### src/clk_ctrl_pkg.sv
// shared constants, types and helpers of the main clock controller
package clk_ctrl_pkg;
  // register indexes; byte address is four times the index
  localparam logic [7:0] IDX_MAIN_CTRL_A = 8'h00;
  localparam logic [7:0] IDX_MAIN_CTRL_B = 8'h01;
  localparam logic [7:0] IDX_MAIN_LOCK = 8'h02;
  localparam logic [7:0] IDX_MAIN_STATUS = 8'h03;
  localparam logic [7:0] IDX_FAST_CTRL_A = 8'h10;
  localparam logic [7:0] IDX_FAST_CALIB_A = 8'h11;
  localparam logic [7:0] IDX_FAST_CALIB_B = 8'h12;
  localparam logic [7:0] IDX_SLOW_CTRL_A = 8'h18;
  localparam logic [7:0] IDX_FREQ_ERROR = 8'h1a;
  localparam logic [7:0] IDX_PROTECT = 8'h20;
  // field positions
  localparam int unsigned CLOCK_OUTPUT_PIN_BIT = 7;
  localparam int unsigned KEEP_BIT = 1;
  localparam int unsigned CAL_LOCK_BIT = 7;
  localparam int unsigned EXT_CLOCK_STARTED_BIT = 7;
  localparam int unsigned SLOW_STABLE_BIT = 5;
  localparam int unsigned FAST_STABLE_BIT = 4;
  // reset values
  localparam logic [3:0] PDIV_RST = 4'h8;
  localparam logic PEN_RST = 1'b1;
  // main source codes
  localparam logic [1:0] SRC_FAST = 2'h0;
  localparam logic [1:0] SRC_SLOW = 2'h1;
  localparam logic [1:0] SRC_RSVD = 2'h2;
  localparam logic [1:0] SRC_EXT = 2'h3;
  // timing counts
  localparam int unsigned FAST_GATE_CYCLES = 4;
  localparam int unsigned SLOW_GATE_CYCLES = 4;
  localparam int unsigned EXT_START_CYCLES = 2;
  localparam int unsigned KHZ_DIV_W = 5;
  localparam logic [2:0] PROTECT_WINDOW = 3'h4;
  localparam logic [7:0] UNLOCK_KEY_DEF = 8'h5a;

  typedef enum logic [1:0] {SLEEP_ACTIVE, SLEEP_IDLE, SLEEP_STANDBY, SLEEP_POWERDOWN} sleep_mode_t;

  typedef struct packed {
    logic main_in_standby;
    logic rtc_enable;
    logic periodic_interrupt_timer_enable;
    logic wdt_enable;
    logic bod_sampled_enable;
    logic ext_request;
  } periph_req_t;

  typedef struct packed {
    logic frequency_fuse_select;
    logic calibration_lock_fuse;
    logic [5:0] center_trim;
    logic [3:0] temp_slope_trim;
    logic [7:0] freq_error;
  } fuse_cfg_t;

  typedef struct packed {
    logic fast_analog_ready;
    logic fast_tick;
    logic slow_tick;
    logic ext_edge;
  } osc_in_t;

  typedef struct packed {
    logic fast_enable;
    logic slow_enable;
    logic ext_pin_input;
    logic fast_at_20m;
  } osc_ctrl_t;

  // prescaler ratio; reserved codes fall back to divide by two
  function automatic logic [6:0] pdiv_factor(input logic [3:0] code);
    case (code)
      4'h0: pdiv_factor = 7'd2;
      4'h1: pdiv_factor = 7'd4;
      4'h2: pdiv_factor = 7'd8;
      4'h3: pdiv_factor = 7'd16;
      4'h4: pdiv_factor = 7'd32;
      4'h5: pdiv_factor = 7'd64;
      4'h8: pdiv_factor = 7'd6;
      4'h9: pdiv_factor = 7'd10;
      4'ha: pdiv_factor = 7'd12;
      4'hb: pdiv_factor = 7'd24;
      4'hc: pdiv_factor = 7'd48;
      default: pdiv_factor = 7'd2;
    endcase
  endfunction
endpackage

### src/main_clock_controller.sv
// main clock controller: source select, safe switching, prescaler, oscillator gating
//
// The register offsets and the APB slave port were left to the implementer.
`timescale 1ns/1ps
// What this block does
// - main clock runs always in active and idle modes
// - in standby main clock runs only on request or keep-running bit
// - power-down stops main clock only after nonvolatile operations finish
// - unrequested clock sources are switched off
// - keep-running oscillator stays on except power-down, skips analog start-up
// - external switch completes only after enough edges seen
// - waiting for external clock ignores further selects until reset
// - flags for switch pending and external clock started
// - peripheral clock is main root divided by 1 to 64
// - reset selects fast oscillator and divide by six
// - fast oscillator runs at 16 or 20 MHz per fuse
// - reset loads center and slope trims from fuses
// - calibration blocked by fuse lock or lock enable on fast root
// - fast oscillator gated for analog start-up plus four cycles
// - frequency error is 8-bit signed compressed Q1.10
// - slow oscillator gives 1.024 kHz to counter, watchdog, brown-out
// - unit clocks requested automatically when those units are enabled
// - external pin becomes clock input whenever external clock requested
// - external clock start-up is two cycles on first request
// - protected write without unlock leaves register unchanged
// - select code 0 fast, 1 slow, 3 external, 2 reserved
module main_clock_controller #(
  parameter logic [7:0] UNLOCK_KEY = clk_ctrl_pkg::UNLOCK_KEY_DEF
) (
  input wire logic pclk,
  input wire logic presetn,
  input wire logic psel,
  input wire logic penable,
  input wire logic pwrite,
  input wire logic [11:0] paddr,
  input wire logic [31:0] pwdata,
  output logic [31:0] prdata_ff,
  output logic pready_ff,
  output logic pslverr_ff,
  input wire clk_ctrl_pkg::sleep_mode_t sleep_mode,
  input wire logic nvm_busy,
  input wire clk_ctrl_pkg::periph_req_t periph_req,
  input wire clk_ctrl_pkg::fuse_cfg_t fuse_cfg,
  input wire clk_ctrl_pkg::osc_in_t osc_in,
  output clk_ctrl_pkg::osc_ctrl_t osc_ctrl_ff,
  output logic [1:0] main_root_sel_ff,
  output logic main_clock_run_ff,
  output logic per_clock_tick_ff,
  output logic clock_output_pin_ff,
  output logic rtc_clock_tick_ff,
  output logic watchdog_clock_ff,
  output logic brownout_clock_ff,
  output logic [10:0] freq_error_q110_ff
);
  import clk_ctrl_pkg::*;

  typedef enum logic [1:0] {SW_IDLE, SW_WAIT, SW_EXT_WAIT} sw_state_t;

  sw_state_t sw_state_ff;
  logic [1:0] target_ff;
  logic pending_ff;
  logic init_done_ff;
  logic clock_output_pin_en_ff;
  logic [3:0] pdiv_ff;
  logic pen_ff;
  logic lock_en_ff;
  logic cal_lock_ff;
  logic fast_keep_ff;
  logic slow_keep_ff;
  logic [5:0] center_trim_ff;
  logic [3:0] temp_trim_ff;
  logic [2:0] protect_cnt_ff;
  logic [6:0] div_cnt_ff;
  logic [KHZ_DIV_W-1:0] khz_cnt_ff;
  logic fast_stable;
  logic slow_stable;
  logic ext_stable;
  logic [7:0] idx;
  logic setup;
  logic access_done;
  logic wr;
  logic unlocked;
  logic sel_wr;
  logic cal_blocked;
  logic target_stable;
  logic keep_allowed;
  logic need_fast;
  logic need_slow;
  logic need_ext;
  logic main_run_nxt;
  logic root_tick;
  logic [6:0] factor;
  logic [7:0] rd_data;
  logic rd_hit;

  ////////////////////////////////////////////////////////////////////////
  // apb decode; one-cycle access phase, answer registered at setup
  assign idx = paddr[9:2];
  assign setup = psel & ~penable;
  assign access_done = psel & penable & pready_ff;
  assign wr = access_done & pwrite & ~pslverr_ff;
  assign unlocked = (protect_cnt_ff != 3'h0);
  assign sel_wr = wr & unlocked & (idx == IDX_MAIN_CTRL_A) & ~lock_en_ff;
  assign cal_blocked = cal_lock_ff | ((main_root_sel_ff == SRC_FAST) & lock_en_ff);

  // read mux; status reflects live oscillator gates
  always_comb
  begin
    rd_data = 8'h00;
    rd_hit = (paddr[1:0] == 2'b00) & (paddr[11:10] == 2'b00);
    case (idx)
      IDX_MAIN_CTRL_A: rd_data = {clock_output_pin_en_ff, 5'h00, target_ff};
      IDX_MAIN_CTRL_B: rd_data = {3'h0, pdiv_ff, pen_ff};
      IDX_MAIN_LOCK: rd_data = {7'h00, lock_en_ff};
      IDX_MAIN_STATUS:
      begin
        rd_data[EXT_CLOCK_STARTED_BIT] = ext_stable;
        rd_data[SLOW_STABLE_BIT] = slow_stable;
        rd_data[FAST_STABLE_BIT] = fast_stable;
        rd_data[0] = pending_ff;
      end
      IDX_FAST_CTRL_A: rd_data[KEEP_BIT] = fast_keep_ff;
      IDX_FAST_CALIB_A: rd_data = {2'h0, center_trim_ff};
      IDX_FAST_CALIB_B: rd_data = {cal_lock_ff, 3'h0, temp_trim_ff};
      IDX_SLOW_CTRL_A: rd_data[KEEP_BIT] = slow_keep_ff;
      IDX_FREQ_ERROR: rd_data = freq_error_q110_ff[7:0];
      IDX_PROTECT: rd_data = {5'h00, protect_cnt_ff};
      default: rd_hit = 1'b0;
    endcase
  end

  // bus answer flops
  always_ff @(posedge pclk or negedge presetn)
  begin
    if (!presetn)
    begin
      pready_ff <= 1'b0;
      prdata_ff <= 32'h0000_0000;
      pslverr_ff <= 1'b0;
    end
    else
    begin
      pready_ff <= setup;
      prdata_ff <= (setup && !pwrite && rd_hit) ? {24'h00_0000, rd_data} : 32'h0000_0000;
      pslverr_ff <= setup & ~rd_hit;
    end
  end

  // unlock window; a fresh key write wins over the countdown
  always_ff @(posedge pclk or negedge presetn)
  begin
    if (!presetn)
      protect_cnt_ff <= 3'h0;
    else if (wr && idx == IDX_PROTECT && pwdata[7:0] == UNLOCK_KEY)
      protect_cnt_ff <= PROTECT_WINDOW;
    else if (access_done && unlocked)
      protect_cnt_ff <= protect_cnt_ff - 3'h1;
  end

  ////////////////////////////////////////////////////////////////////////
  // fuse capture one edge after reset release; straps never enter the async reset
  always_ff @(posedge pclk or negedge presetn)
  begin
    if (!presetn)
    begin
      init_done_ff <= 1'b0;
      cal_lock_ff <= 1'b0;
      center_trim_ff <= 6'h00;
      temp_trim_ff <= 4'h0;
      freq_error_q110_ff <= 11'h000;
    end
    else if (!init_done_ff)
    begin
      init_done_ff <= 1'b1;
      cal_lock_ff <= fuse_cfg.calibration_lock_fuse;
      center_trim_ff <= fuse_cfg.center_trim;
      temp_trim_ff <= fuse_cfg.temp_slope_trim;
      freq_error_q110_ff <= {{3{fuse_cfg.freq_error[7]}}, fuse_cfg.freq_error};
    end
    else if (wr && unlocked && !cal_blocked)
    begin
      if (idx == IDX_FAST_CALIB_A)
        center_trim_ff <= pwdata[5:0];
      if (idx == IDX_FAST_CALIB_B)
        temp_trim_ff <= pwdata[3:0];
    end
  end

  // lock enable loads from the fuse; once set it freezes itself until reset
  always_ff @(posedge pclk or negedge presetn)
  begin
    if (!presetn)
      lock_en_ff <= 1'b0;
    else if (!init_done_ff)
      lock_en_ff <= fuse_cfg.calibration_lock_fuse;
    else if (wr && unlocked && idx == IDX_MAIN_LOCK && !lock_en_ff)
      lock_en_ff <= pwdata[0];
  end

  // protected control bits
  always_ff @(posedge pclk or negedge presetn)
  begin
    if (!presetn)
    begin
      pdiv_ff <= PDIV_RST;
      pen_ff <= PEN_RST;
      clock_output_pin_en_ff <= 1'b0;
      fast_keep_ff <= 1'b0;
      slow_keep_ff <= 1'b0;
    end
    else if (wr && unlocked)
    begin
      if (idx == IDX_MAIN_CTRL_B && !lock_en_ff)
      begin
        pdiv_ff <= pwdata[4:1];
        pen_ff <= pwdata[0];
      end
      if (idx == IDX_MAIN_CTRL_A && !lock_en_ff)
        clock_output_pin_en_ff <= pwdata[CLOCK_OUTPUT_PIN_BIT];
      if (idx == IDX_FAST_CTRL_A)
        fast_keep_ff <= pwdata[KEEP_BIT];
      if (idx == IDX_SLOW_CTRL_A)
        slow_keep_ff <= pwdata[KEEP_BIT];
    end
  end

  ////////////////////////////////////////////////////////////////////////
  // source switch: the old root keeps running until the target is stable
  always_comb
  begin
    case (target_ff)
      SRC_FAST: target_stable = fast_stable;
      SRC_SLOW: target_stable = slow_stable;
      SRC_EXT: target_stable = ext_stable;
      default: target_stable = 1'b0;
    endcase
  end

  always_ff @(posedge pclk or negedge presetn)
  begin
    if (!presetn)
    begin
      sw_state_ff <= SW_IDLE;
      target_ff <= SRC_FAST;
      main_root_sel_ff <= SRC_FAST;
      pending_ff <= 1'b0;
    end
    else
    begin
      case (sw_state_ff)
        SW_IDLE, SW_WAIT:
        begin
          if (sel_wr && pwdata[1:0] != SRC_RSVD && pwdata[1:0] != target_ff)
          begin
            target_ff <= pwdata[1:0];
            pending_ff <= (pwdata[1:0] != main_root_sel_ff);
            sw_state_ff <= (pwdata[1:0] == main_root_sel_ff) ? SW_IDLE :
                           (pwdata[1:0] == SRC_EXT) ? SW_EXT_WAIT : SW_WAIT;
          end
          else if (sw_state_ff == SW_WAIT && target_stable)
          begin
            main_root_sel_ff <= target_ff;
            pending_ff <= 1'b0;
            sw_state_ff <= SW_IDLE;
          end
        end
        SW_EXT_WAIT:
        begin
          // further selects are ignored here; only reset leaves without edges
          if (target_stable)
          begin
            main_root_sel_ff <= target_ff;
            pending_ff <= 1'b0;
            sw_state_ff <= SW_IDLE;
          end
        end
        default: sw_state_ff <= SW_IDLE;
      endcase
    end
  end

  ////////////////////////////////////////////////////////////////////////
  // sleep handling and source requests
  assign keep_allowed = (sleep_mode != SLEEP_POWERDOWN);

  always_comb
  begin
    case (sleep_mode)
      SLEEP_ACTIVE, SLEEP_IDLE: main_run_nxt = 1'b1;
      SLEEP_STANDBY:
        main_run_nxt = periph_req.main_in_standby |
                       ((main_root_sel_ff == SRC_FAST) & fast_keep_ff) |
                       ((main_root_sel_ff == SRC_SLOW) & slow_keep_ff);
      SLEEP_POWERDOWN: main_run_nxt = main_clock_run_ff & nvm_busy;
      default: main_run_nxt = 1'b1;
    endcase
  end

  assign need_fast = (main_clock_run_ff & ((main_root_sel_ff == SRC_FAST) | (pending_ff & (target_ff == SRC_FAST))))
                     | (fast_keep_ff & keep_allowed);
  assign need_slow = (main_clock_run_ff & ((main_root_sel_ff == SRC_SLOW) | (pending_ff & (target_ff == SRC_SLOW))))
                     | periph_req.rtc_enable | periph_req.periodic_interrupt_timer_enable
                     | periph_req.wdt_enable | periph_req.bod_sampled_enable
                     | (slow_keep_ff & keep_allowed);
  assign need_ext = (main_clock_run_ff & ((main_root_sel_ff == SRC_EXT) | (pending_ff & (target_ff == SRC_EXT))))
                    | periph_req.ext_request;

  // oscillator enables and pin mux
  always_ff @(posedge pclk or negedge presetn)
  begin
    if (!presetn)
    begin
      main_clock_run_ff <= 1'b1;
      osc_ctrl_ff <= '0;
    end
    else
    begin
      main_clock_run_ff <= main_run_nxt;
      osc_ctrl_ff.fast_enable <= need_fast;
      osc_ctrl_ff.slow_enable <= need_slow;
      osc_ctrl_ff.ext_pin_input <= need_ext;
      osc_ctrl_ff.fast_at_20m <= init_done_ff ? osc_ctrl_ff.fast_at_20m : fuse_cfg.frequency_fuse_select;
    end
  end

  // start-up gates; a kept-running oscillator drops its request only in power-down
  osc_start_gate #(.GATE_CYCLES(FAST_GATE_CYCLES)) u_fast_gate (
    .pclk(pclk),
    .presetn(presetn),
    .request(osc_ctrl_ff.fast_enable),
    .skip_analog(fast_keep_ff & keep_allowed),
    .analog_ready(osc_in.fast_analog_ready),
    .osc_tick(osc_in.fast_tick),
    .stable(fast_stable)
  );
  osc_start_gate #(.GATE_CYCLES(SLOW_GATE_CYCLES)) u_slow_gate (
    .pclk(pclk),
    .presetn(presetn),
    .request(osc_ctrl_ff.slow_enable),
    .skip_analog(1'b1),
    .analog_ready(1'b1),
    .osc_tick(osc_in.slow_tick),
    .stable(slow_stable)
  );
  osc_start_gate #(.GATE_CYCLES(EXT_START_CYCLES)) u_ext_gate (
    .pclk(pclk),
    .presetn(presetn),
    .request(osc_ctrl_ff.ext_pin_input),
    .skip_analog(1'b1),
    .analog_ready(1'b1),
    .osc_tick(osc_in.ext_edge),
    .stable(ext_stable)
  );

  ////////////////////////////////////////////////////////////////////////
  // prescaler counts edges of the current root only
  always_comb
  begin
    case (main_root_sel_ff)
      SRC_SLOW: root_tick = osc_in.slow_tick & slow_stable;
      SRC_EXT: root_tick = osc_in.ext_edge & ext_stable;
      default: root_tick = osc_in.fast_tick & fast_stable;
    endcase
  end
  assign factor = pen_ff ? pdiv_factor(pdiv_ff) : 7'd1;

  always_ff @(posedge pclk or negedge presetn)
  begin
    if (!presetn)
    begin
      div_cnt_ff <= 7'h00;
      per_clock_tick_ff <= 1'b0;
      clock_output_pin_ff <= 1'b0;
    end
    else
    begin
      per_clock_tick_ff <= 1'b0;
      clock_output_pin_ff <= 1'b0;
      if (main_clock_run_ff && root_tick)
      begin
        if (div_cnt_ff >= factor - 7'd1)
        begin
          div_cnt_ff <= 7'h00;
          per_clock_tick_ff <= 1'b1;
          clock_output_pin_ff <= clock_output_pin_en_ff;
        end
        else
          div_cnt_ff <= div_cnt_ff + 7'd1;
      end
    end
  end

  // 1.024 kHz from slow oscillator by divide of thirty-two
  always_ff @(posedge pclk or negedge presetn)
  begin
    if (!presetn)
    begin
      khz_cnt_ff <= '0;
      rtc_clock_tick_ff <= 1'b0;
      watchdog_clock_ff <= 1'b0;
      brownout_clock_ff <= 1'b0;
    end
    else
    begin
      rtc_clock_tick_ff <= 1'b0;
      watchdog_clock_ff <= 1'b0;
      brownout_clock_ff <= 1'b0;
      if (osc_in.slow_tick && slow_stable)
      begin
        khz_cnt_ff <= khz_cnt_ff + 1'b1;
        if (&khz_cnt_ff)
        begin
          rtc_clock_tick_ff <= periph_req.rtc_enable | periph_req.periodic_interrupt_timer_enable;
          watchdog_clock_ff <= periph_req.wdt_enable;
          brownout_clock_ff <= periph_req.bod_sampled_enable;
        end
      end
    end
  end
endmodule // main_clock_controller

### src/osc_start_gate.sv
// start-up gate: holds an oscillator output closed for a number of its cycles
`timescale 1ns/1ps
module osc_start_gate #(
  parameter int unsigned GATE_CYCLES = 4
) (
  input wire logic pclk,
  input wire logic presetn,
  input wire logic request,
  input wire logic skip_analog,
  input wire logic analog_ready,
  input wire logic osc_tick,
  output logic stable
);
  localparam int unsigned CW = $clog2(GATE_CYCLES + 1);
  localparam logic [CW-1:0] LAST = CW'(GATE_CYCLES - 1);
  logic [CW-1:0] cnt_ff;
  logic armed_ff;

  // a dropped request restarts the whole start-up
  always_ff @(posedge pclk or negedge presetn)
  begin
    if (!presetn)
    begin
      cnt_ff <= '0;
      armed_ff <= 1'b0;
      stable <= 1'b0;
    end
    else if (!request)
    begin
      cnt_ff <= '0;
      armed_ff <= 1'b0;
      stable <= 1'b0;
    end
    else if (!armed_ff)
      armed_ff <= analog_ready | skip_analog;
    else if (!stable && osc_tick)
    begin
      if (cnt_ff == LAST)
        stable <= 1'b1;
      else
        cnt_ff <= cnt_ff + 1'b1;
    end
  end
endmodule // osc_start_gate

### config.mk
export PLATFORM = sky130hd
export DESIGN_NAME = main_clock_controller
export DESIGN_NICKNAME = d
export VERILOG_FILES = /design/src/clk_ctrl_pkg.sv /design/src/main_clock_controller.sv /design/src/osc_start_gate.sv
export SDC_FILE = /design/constraint.sdc
export NUM_CORES = 1
export LEC_CHECK = 0
export ABC_CLOCK_PERIOD_IN_PS = 9100
export BUFFER_PORTS_ARGS = -buffer_cell sky130_fd_sc_hd__buf_2
export CORE_UTILIZATION = 55
export CTS_CLUSTER_DIAMETER = 200
export DETAILED_ROUTE_END_ITERATION = 7
export PLACE_DENSITY_LB_ADDON = 0.08
export SETUP_SLACK_MARGIN = 0.1
export SLEW_MARGIN = 0
export SYNTH_ARGS = -nofsm -noshare
export SYNTH_HDL_FRONTEND = slang
export SYNTH_SLANG_ARGS = --single-unit
### constraint.sdc
create_clock -name pclk -period 9.1 [get_ports pclk]
set_clock_uncertainty 0.05 [all_clocks]
set_input_delay 1.82 -clock pclk [delete_from_list [all_inputs] [get_ports pclk]]
set_output_delay 1.82 -clock pclk [all_outputs]
set_load 0.02 [all_outputs]
# --- Word-level counts from Yosys, hierarchy flattened ---
# Memories as Yosys holds them, arrays and structs flattened.
# Index checks and enable logic that the tools add are counted.
# Widths: inputs -> output; s select.
word_totals:
  reg_bits: 85
  rom_bits: 96
  in_bits: 82
  output_inout_bits: 57
  wordCells: 271
  n_memories: 1
op_classes:
  add_sub_neg: 7
  order_cmp: 1
  eq_ne: 48
  mux: 75
  bitwise: 44
  n_reduce_logical: 55
memory_table:
  columns: ["name", "words", "width", "read_ports", "rd_ports_with_merged_regs", "wr", "line", "text"]
  rows:
  - ["(name not given)", 16, 6, 1, 0, 0, "clk_ctrl_pkg.sv:72", "case (code)"]
ops:
  columns: ["operator", "n"]
  rows:
  - ["$eq 8x5->1 const B", 5]
  - ["$mux 1", 33]
  - ["$mux 3", 10]
  - ["$ne 2x1->1 const B", 13]
  - ["$and 1x1->1", 25]
  - ["$mux 2", 12]
  - ["$reduce_and 3->1", 7]
  - ["$logic_and 1x1->1", 19]
  - ["$mux 6", 3]
  - ["$eq 8x2->1 const B", 2]
  - ["$ne 2x2->1 const B", 8]
  - ["$pmux 1 s8", 2]
  - ["$reduce_and 2->1", 8]
  - ["$or 1x1->1", 15]
  - ["$mux 7", 2]
  - ["$eq 2x2->1 const B", 6]
  - ["$logic_not 2->1", 6]
  - ["$mux 4", 3]
  - ["$eq 2x1->1 const B", 5]
  - ["$pmux 2 s5", 1]
  - ["$reduce_or 10->1", 1]
  - ["$eq 8x1->1 const B", 1]
  - ["$eq 8x6->1 const B", 1]
  - ["$eq 8x7->1 const B", 1]
  - ["other kinds (25)", 41]

# --- Longest topological paths before layout ---
depth:
  word_depth: 11
  depth_mapped: 10
  mapped_depth_nobuf: 10

# --- By module ---
# From an unflattened synthesis, not the netlist that was laid out.
hier_totals:
  hier_cells: 477
  area_unflattened_um2: 4793.3
modules_own_cells:
  columns: ["module", "n_inst", "cells_per_inst", "area_each_um2", "seq_area_each_um2"]
  rows:
  - ["main_clock_controller", 1, 419, 4101.4, 1780.5]
  - ["osc_start_gate at u_fast_gate ...", 2, 21, 249.0, 125.1]
  - ["osc_start_gate at u_ext_gate", 1, 16, 193.9, 100.1]

# --- Least setup slack after synthesis ---
# No wires, ideal clock.
synth_timing:
  kind: "input port to flip-flop"
  from: "in paddr[6]"
  to: "reg slow_keep_ff"
  setup_ps: 125
  arrival_time_ps: 3498
  required_time_ps: 8925
  setup_slack_ps: 5428
  cell_stages: 6
  path_buffers: 2
  path_cell_list: "buf_4 or4b_4 or3b_1 buf_2 nor4_2 mux2_2"
synth_via:
  elab_chain_len: 2
synth_lines:
  columns: ["element", "line", "text"]
  rows:
  - ["from (decl)", "main_clock_controller.sv:35", "input wire logic [11:0] paddr,"]
  - ["$eq 8x5->1", "main_clock_controller.sv:222", "if (idx == IDX_SLOW_CTRL_A)"]
  - ["$reduce_and 2->1 (no source line)", null, null]
  - ["to (signal assigned)", "main_clock_controller.sv:223", "slow_keep_ff <= pwdata[KEEP_BIT];"]
  - ["to (decl)", "main_clock_controller.sv:69", "logic slow_keep_ff;"]
# No other way between the ends.
# A chain may end at the register's enable or synchronous reset.

# --- Final worst setup path ---
layout_timing:
  from: "in paddr[1]"
  to: "reg prdata_ff[5]"
layout_via:
  elab_chain_len: 5
layout_lines:
  columns: ["element", "line", "text"]
  rows:
  - ["$logic_not 2->1", "main_clock_controller.sv:110", "rd_hit = (paddr[1:0] == 2'b00) & (paddr[11:10] == 2'b00);"]
  - ["$and 1x1->1", "main_clock_controller.sv:110", null]
  - ["$mux 1", "main_clock_controller.sv:111", "case (idx)"]
  - ["$logic_and 1x1->1", "main_clock_controller.sv:144", "prdata_ff <= (setup && !pwrite && rd_hit) ? {24'h00_0000, rd_data} : 32'h0000_0000;"]
  - ["$mux 8", "main_clock_controller.sv:144", null]
  - ["to (signal assigned)", "main_clock_controller.sv:144", null]
  - ["to (decl)", "main_clock_controller.sv:37", "output logic [31:0] prdata_ff,"]
# No other way between the ends.

==> flow_summary.yaml <==
cells_and_area:
  syn2layout_area_growth_pct: 11.77
  instances_no_fill: 677
  nFillCells: 725
  drive_gt1_share_pct: 24.65
  finalNetCount: 666
  final-seq-area_mm2: 0.002131
  diodes: 0
  multi_input_area_mm2: 0.002485
clocking:
  post_cts_resized: 0
  cts_buffers: 9
  hold_buffers: 0
  clock_path_buffers: 2
  post_cts_buffers: 0
  cts_tree: "built"
  htree_num_levels: 3
  clkTransAtPathRegs_ps: 90
  cts_sinks: 85
  clk_latency_ps: 360
  clockRootBuffer: "clkbuf_8"
worst_setup_path:
  end_kind: "flip-flop"
  cp_data_required_time_ps: 9330
  slowest_delay_ps: 670
  r2r-start: "protect_cnt_ff[0]$_DFFE_PN0P_"
  startpoint: "paddr[1]"
  critPathKind: "input port to flip-flop"
  slowest_stage: "a2111oi_4"
  critPathArrivalTime_ps: 3850
  startpoint_type: "input port"
  cp_max_fo: 8
  crit_path_cell_trace: "buf_2 > or4_1 > nor4_1 > o31ai_1 > a2111oi_4 > a21boi_1"
floorplan:
  rows: 33
  core_mm2: 0.008382
  dieArea_mm2: 0.009253
  die_y_um: 96.19
  fp.dieW_um: 96.19
  io_pins: 139
  start_util_pct: 58.22
timing:
  period_needed_ps: 3620
  fin_crit_sh_pct: 39.78
  setup-violations-final: 0
  relSlewSlack_pct: 29.53
  fmax_mhz: 276.2
  rsz0062_at_grt: "no"
  tightest_slew_ps: 1057
  tns_ps: 0
  hold_viol: 0
  maxSlewViolCount: 0
routing:
  drt_iter0_drc: 187
  drt_wl_total_um: 10750
  vias_per_cell: 5.687
  avgRoutedWirePerCell_um: 15.88
  antenna_left: 0
  firstDrtPassIters: 4
  route.vias.total: 3850
  drc: 0
power:
  p_total_w: 0.0009815
  leakagePower_nw: 2.620
  pwr_density_cell_mw_per_mm2: 180.0
  irDropWorstVdd_mv: 0.08916
yosys:
  synthArstFlopShare_pct: 100.0
  syn_inst: 489
  synth_cell_type_count: 66
  synth.avg_cell_area_um2: 9.979
  synth_seq_cells: 85
  seq_area_frac_synth_pct: 43.67
  ys.flop_type: "dfrtp_1"
  synth-edff-count: 0
  yosys_warnings: 0
  syn_area_mm2: 0.004880
placed_design:
  dpl.cell_count: 661
  place_congestion: 0.9235
  port-buffer-count: 90
  dpl.hpwl_um: 7854
grt:
  antenna_found_initial: 0
  grt_overflow: 0
  grt_pass1_wl_um: 17500
  grt_max_degree: 86
  grt_pass1_vias: 3651
  grt_usage_pct: 25.00
worst_hold_path:
  hp-class: "flip-flop to flip-flop"
  hold_start: "osc_ctrl_ff[1]$_DFF_PN0_"
status:
  status: "finished clean"
flow_run:
  drv_cap: 0
-- logic make-up (layout without fill, tap and decap cells) --
family | Yosys count | count (layout) | synth area share, %
simple gates | 179 | 179 | 19.69
compound gates | 95 | 95 | 14.41
flops | 85 | 85 | 43.67
buf+inv | 61 | 120 | 7.256
mux | 38 | 38 | 8.308
fa+ha+maj | 17 | 17 | 4.359
xor+xnor | 12 | 12 | 2.154
other cells | 2 | 26 | 0.1539
-- worst max-delay path: cells and delay by family --
family | cells | cell delay (ps)
AO/OA/AOI/OAI | 3 | 1090
AND/OR/NAND/NOR | 2 | 830
buffers and inverters | 1 | 90
-- final cells by class --
type | count | area share, %
multi-input cells | 367 | 45.56
clock buffers | 10 | 2.340
well taps | 105 | 2.409
repair buffers | 91 | 8.442
clock inverters | 6 | 1.285
inverters | 13 | 0.8947
flip-flops and latches | 85 | 39.07
-- stage by stage --
stage,util (%),hold WS [ps],instance area (um^2),setup slack [ps]
2_1_floorplan,-,350.2,4970,5428
5_1_grt,65.07,421.9,5454,5364
3_5_place_dp,62.71,405.2,5256,5110
6_report,65.07,404.9,5454,5480
3_3_place_gp,62.71,384.2,5256,5103
4_1_cts,65.07,418.5,5454,5497
-- layer usage --
metal  routed length [um]  GRT usage, %  vias up  part of all wire [%]
li1                     -             -     1869                     -
met2                 5126         40.01      118                    48
met3                  526         5.292       12                   4.9
met5                    0             0        -                     0
met1                 4946         33.60     1851                    46
met4                  150         8.458        0                   1.4
-- synthesized netlist by cell type, types with 13 or more instances --
master | n | area share [%]
dfrtp_1 | 82 | 42
nand2_1 | 40 | 3.1
nor2_1 | 37 | 2.8
buf_4 | 33 | 5.1
a21oi_1 | 21 | 2.2
mux2_2 | 20 | 4.6
mux2i_1 | 18 | 3.7
ha_1 | 17 | 4.4
and3_1 | 14 | 1.8
clkbuf_1 | 14 | 1.1
nor2b_1 | 14 | 1.8
inv_1 | 13 | 1.0
-- state kept, by name, summed over array words and instances (netlist names), 3 cells and up --
name                count
u_slow_gate.cnt_ff      3
center_trim_ff          6
protect_cnt_ff          3
temp_trim_ff            4
osc_ctrl_ff             4
freq_error_q110_ff      8
div_cnt_ff              7
pdiv_ff                 4
u_fast_gate.cnt_ff      3
khz_cnt_ff              5
prdata_ff               8
-- where the power goes --
group          switching [W]  internal (W)
clock               0.000144      0.000129
sequential         0.0000566      0.000429
combinational       0.000126     0.0000968
-- path summary, 6_finish.rpt --
kind                                                       to  slack, ps  cells after the start
worst max-delay path                   prdata_ff[5]$_DFF_PN0_       5480                      6
worst max register to register         pdiv_ff[1]$_DFFE_PN0P_       6450                      6
max in group asynchronous       center_trim_ff[5]$_DFFE_PN0P_       6740                      1
worst min-delay path            u_ext_gate.armed_ff$_DFF_PN0_        400                      0
min in group asynchronous           div_cnt_ff[6]$_DFFE_PN0P_       1590                      1
worst min register to register  u_ext_gate.armed_ff$_DFF_PN0_        400                      0
-- cells in the final DEF, fill, tap and decap left out, types with 11 or more instances in the layout --
master   count
nand3_1     11
mux2_2      20
nor2b_1     14
nor3_1      11
conb_1      26
o21ai_0     11
nor2_1      37
ha_1        17
mux2i_1     18
dfrtp_1     82
nand2_1     40
buf_2       89
a21oi_1     21
and3_1      14
inv_1       13
Note: power is estimated with default switching activity, not from simulation.
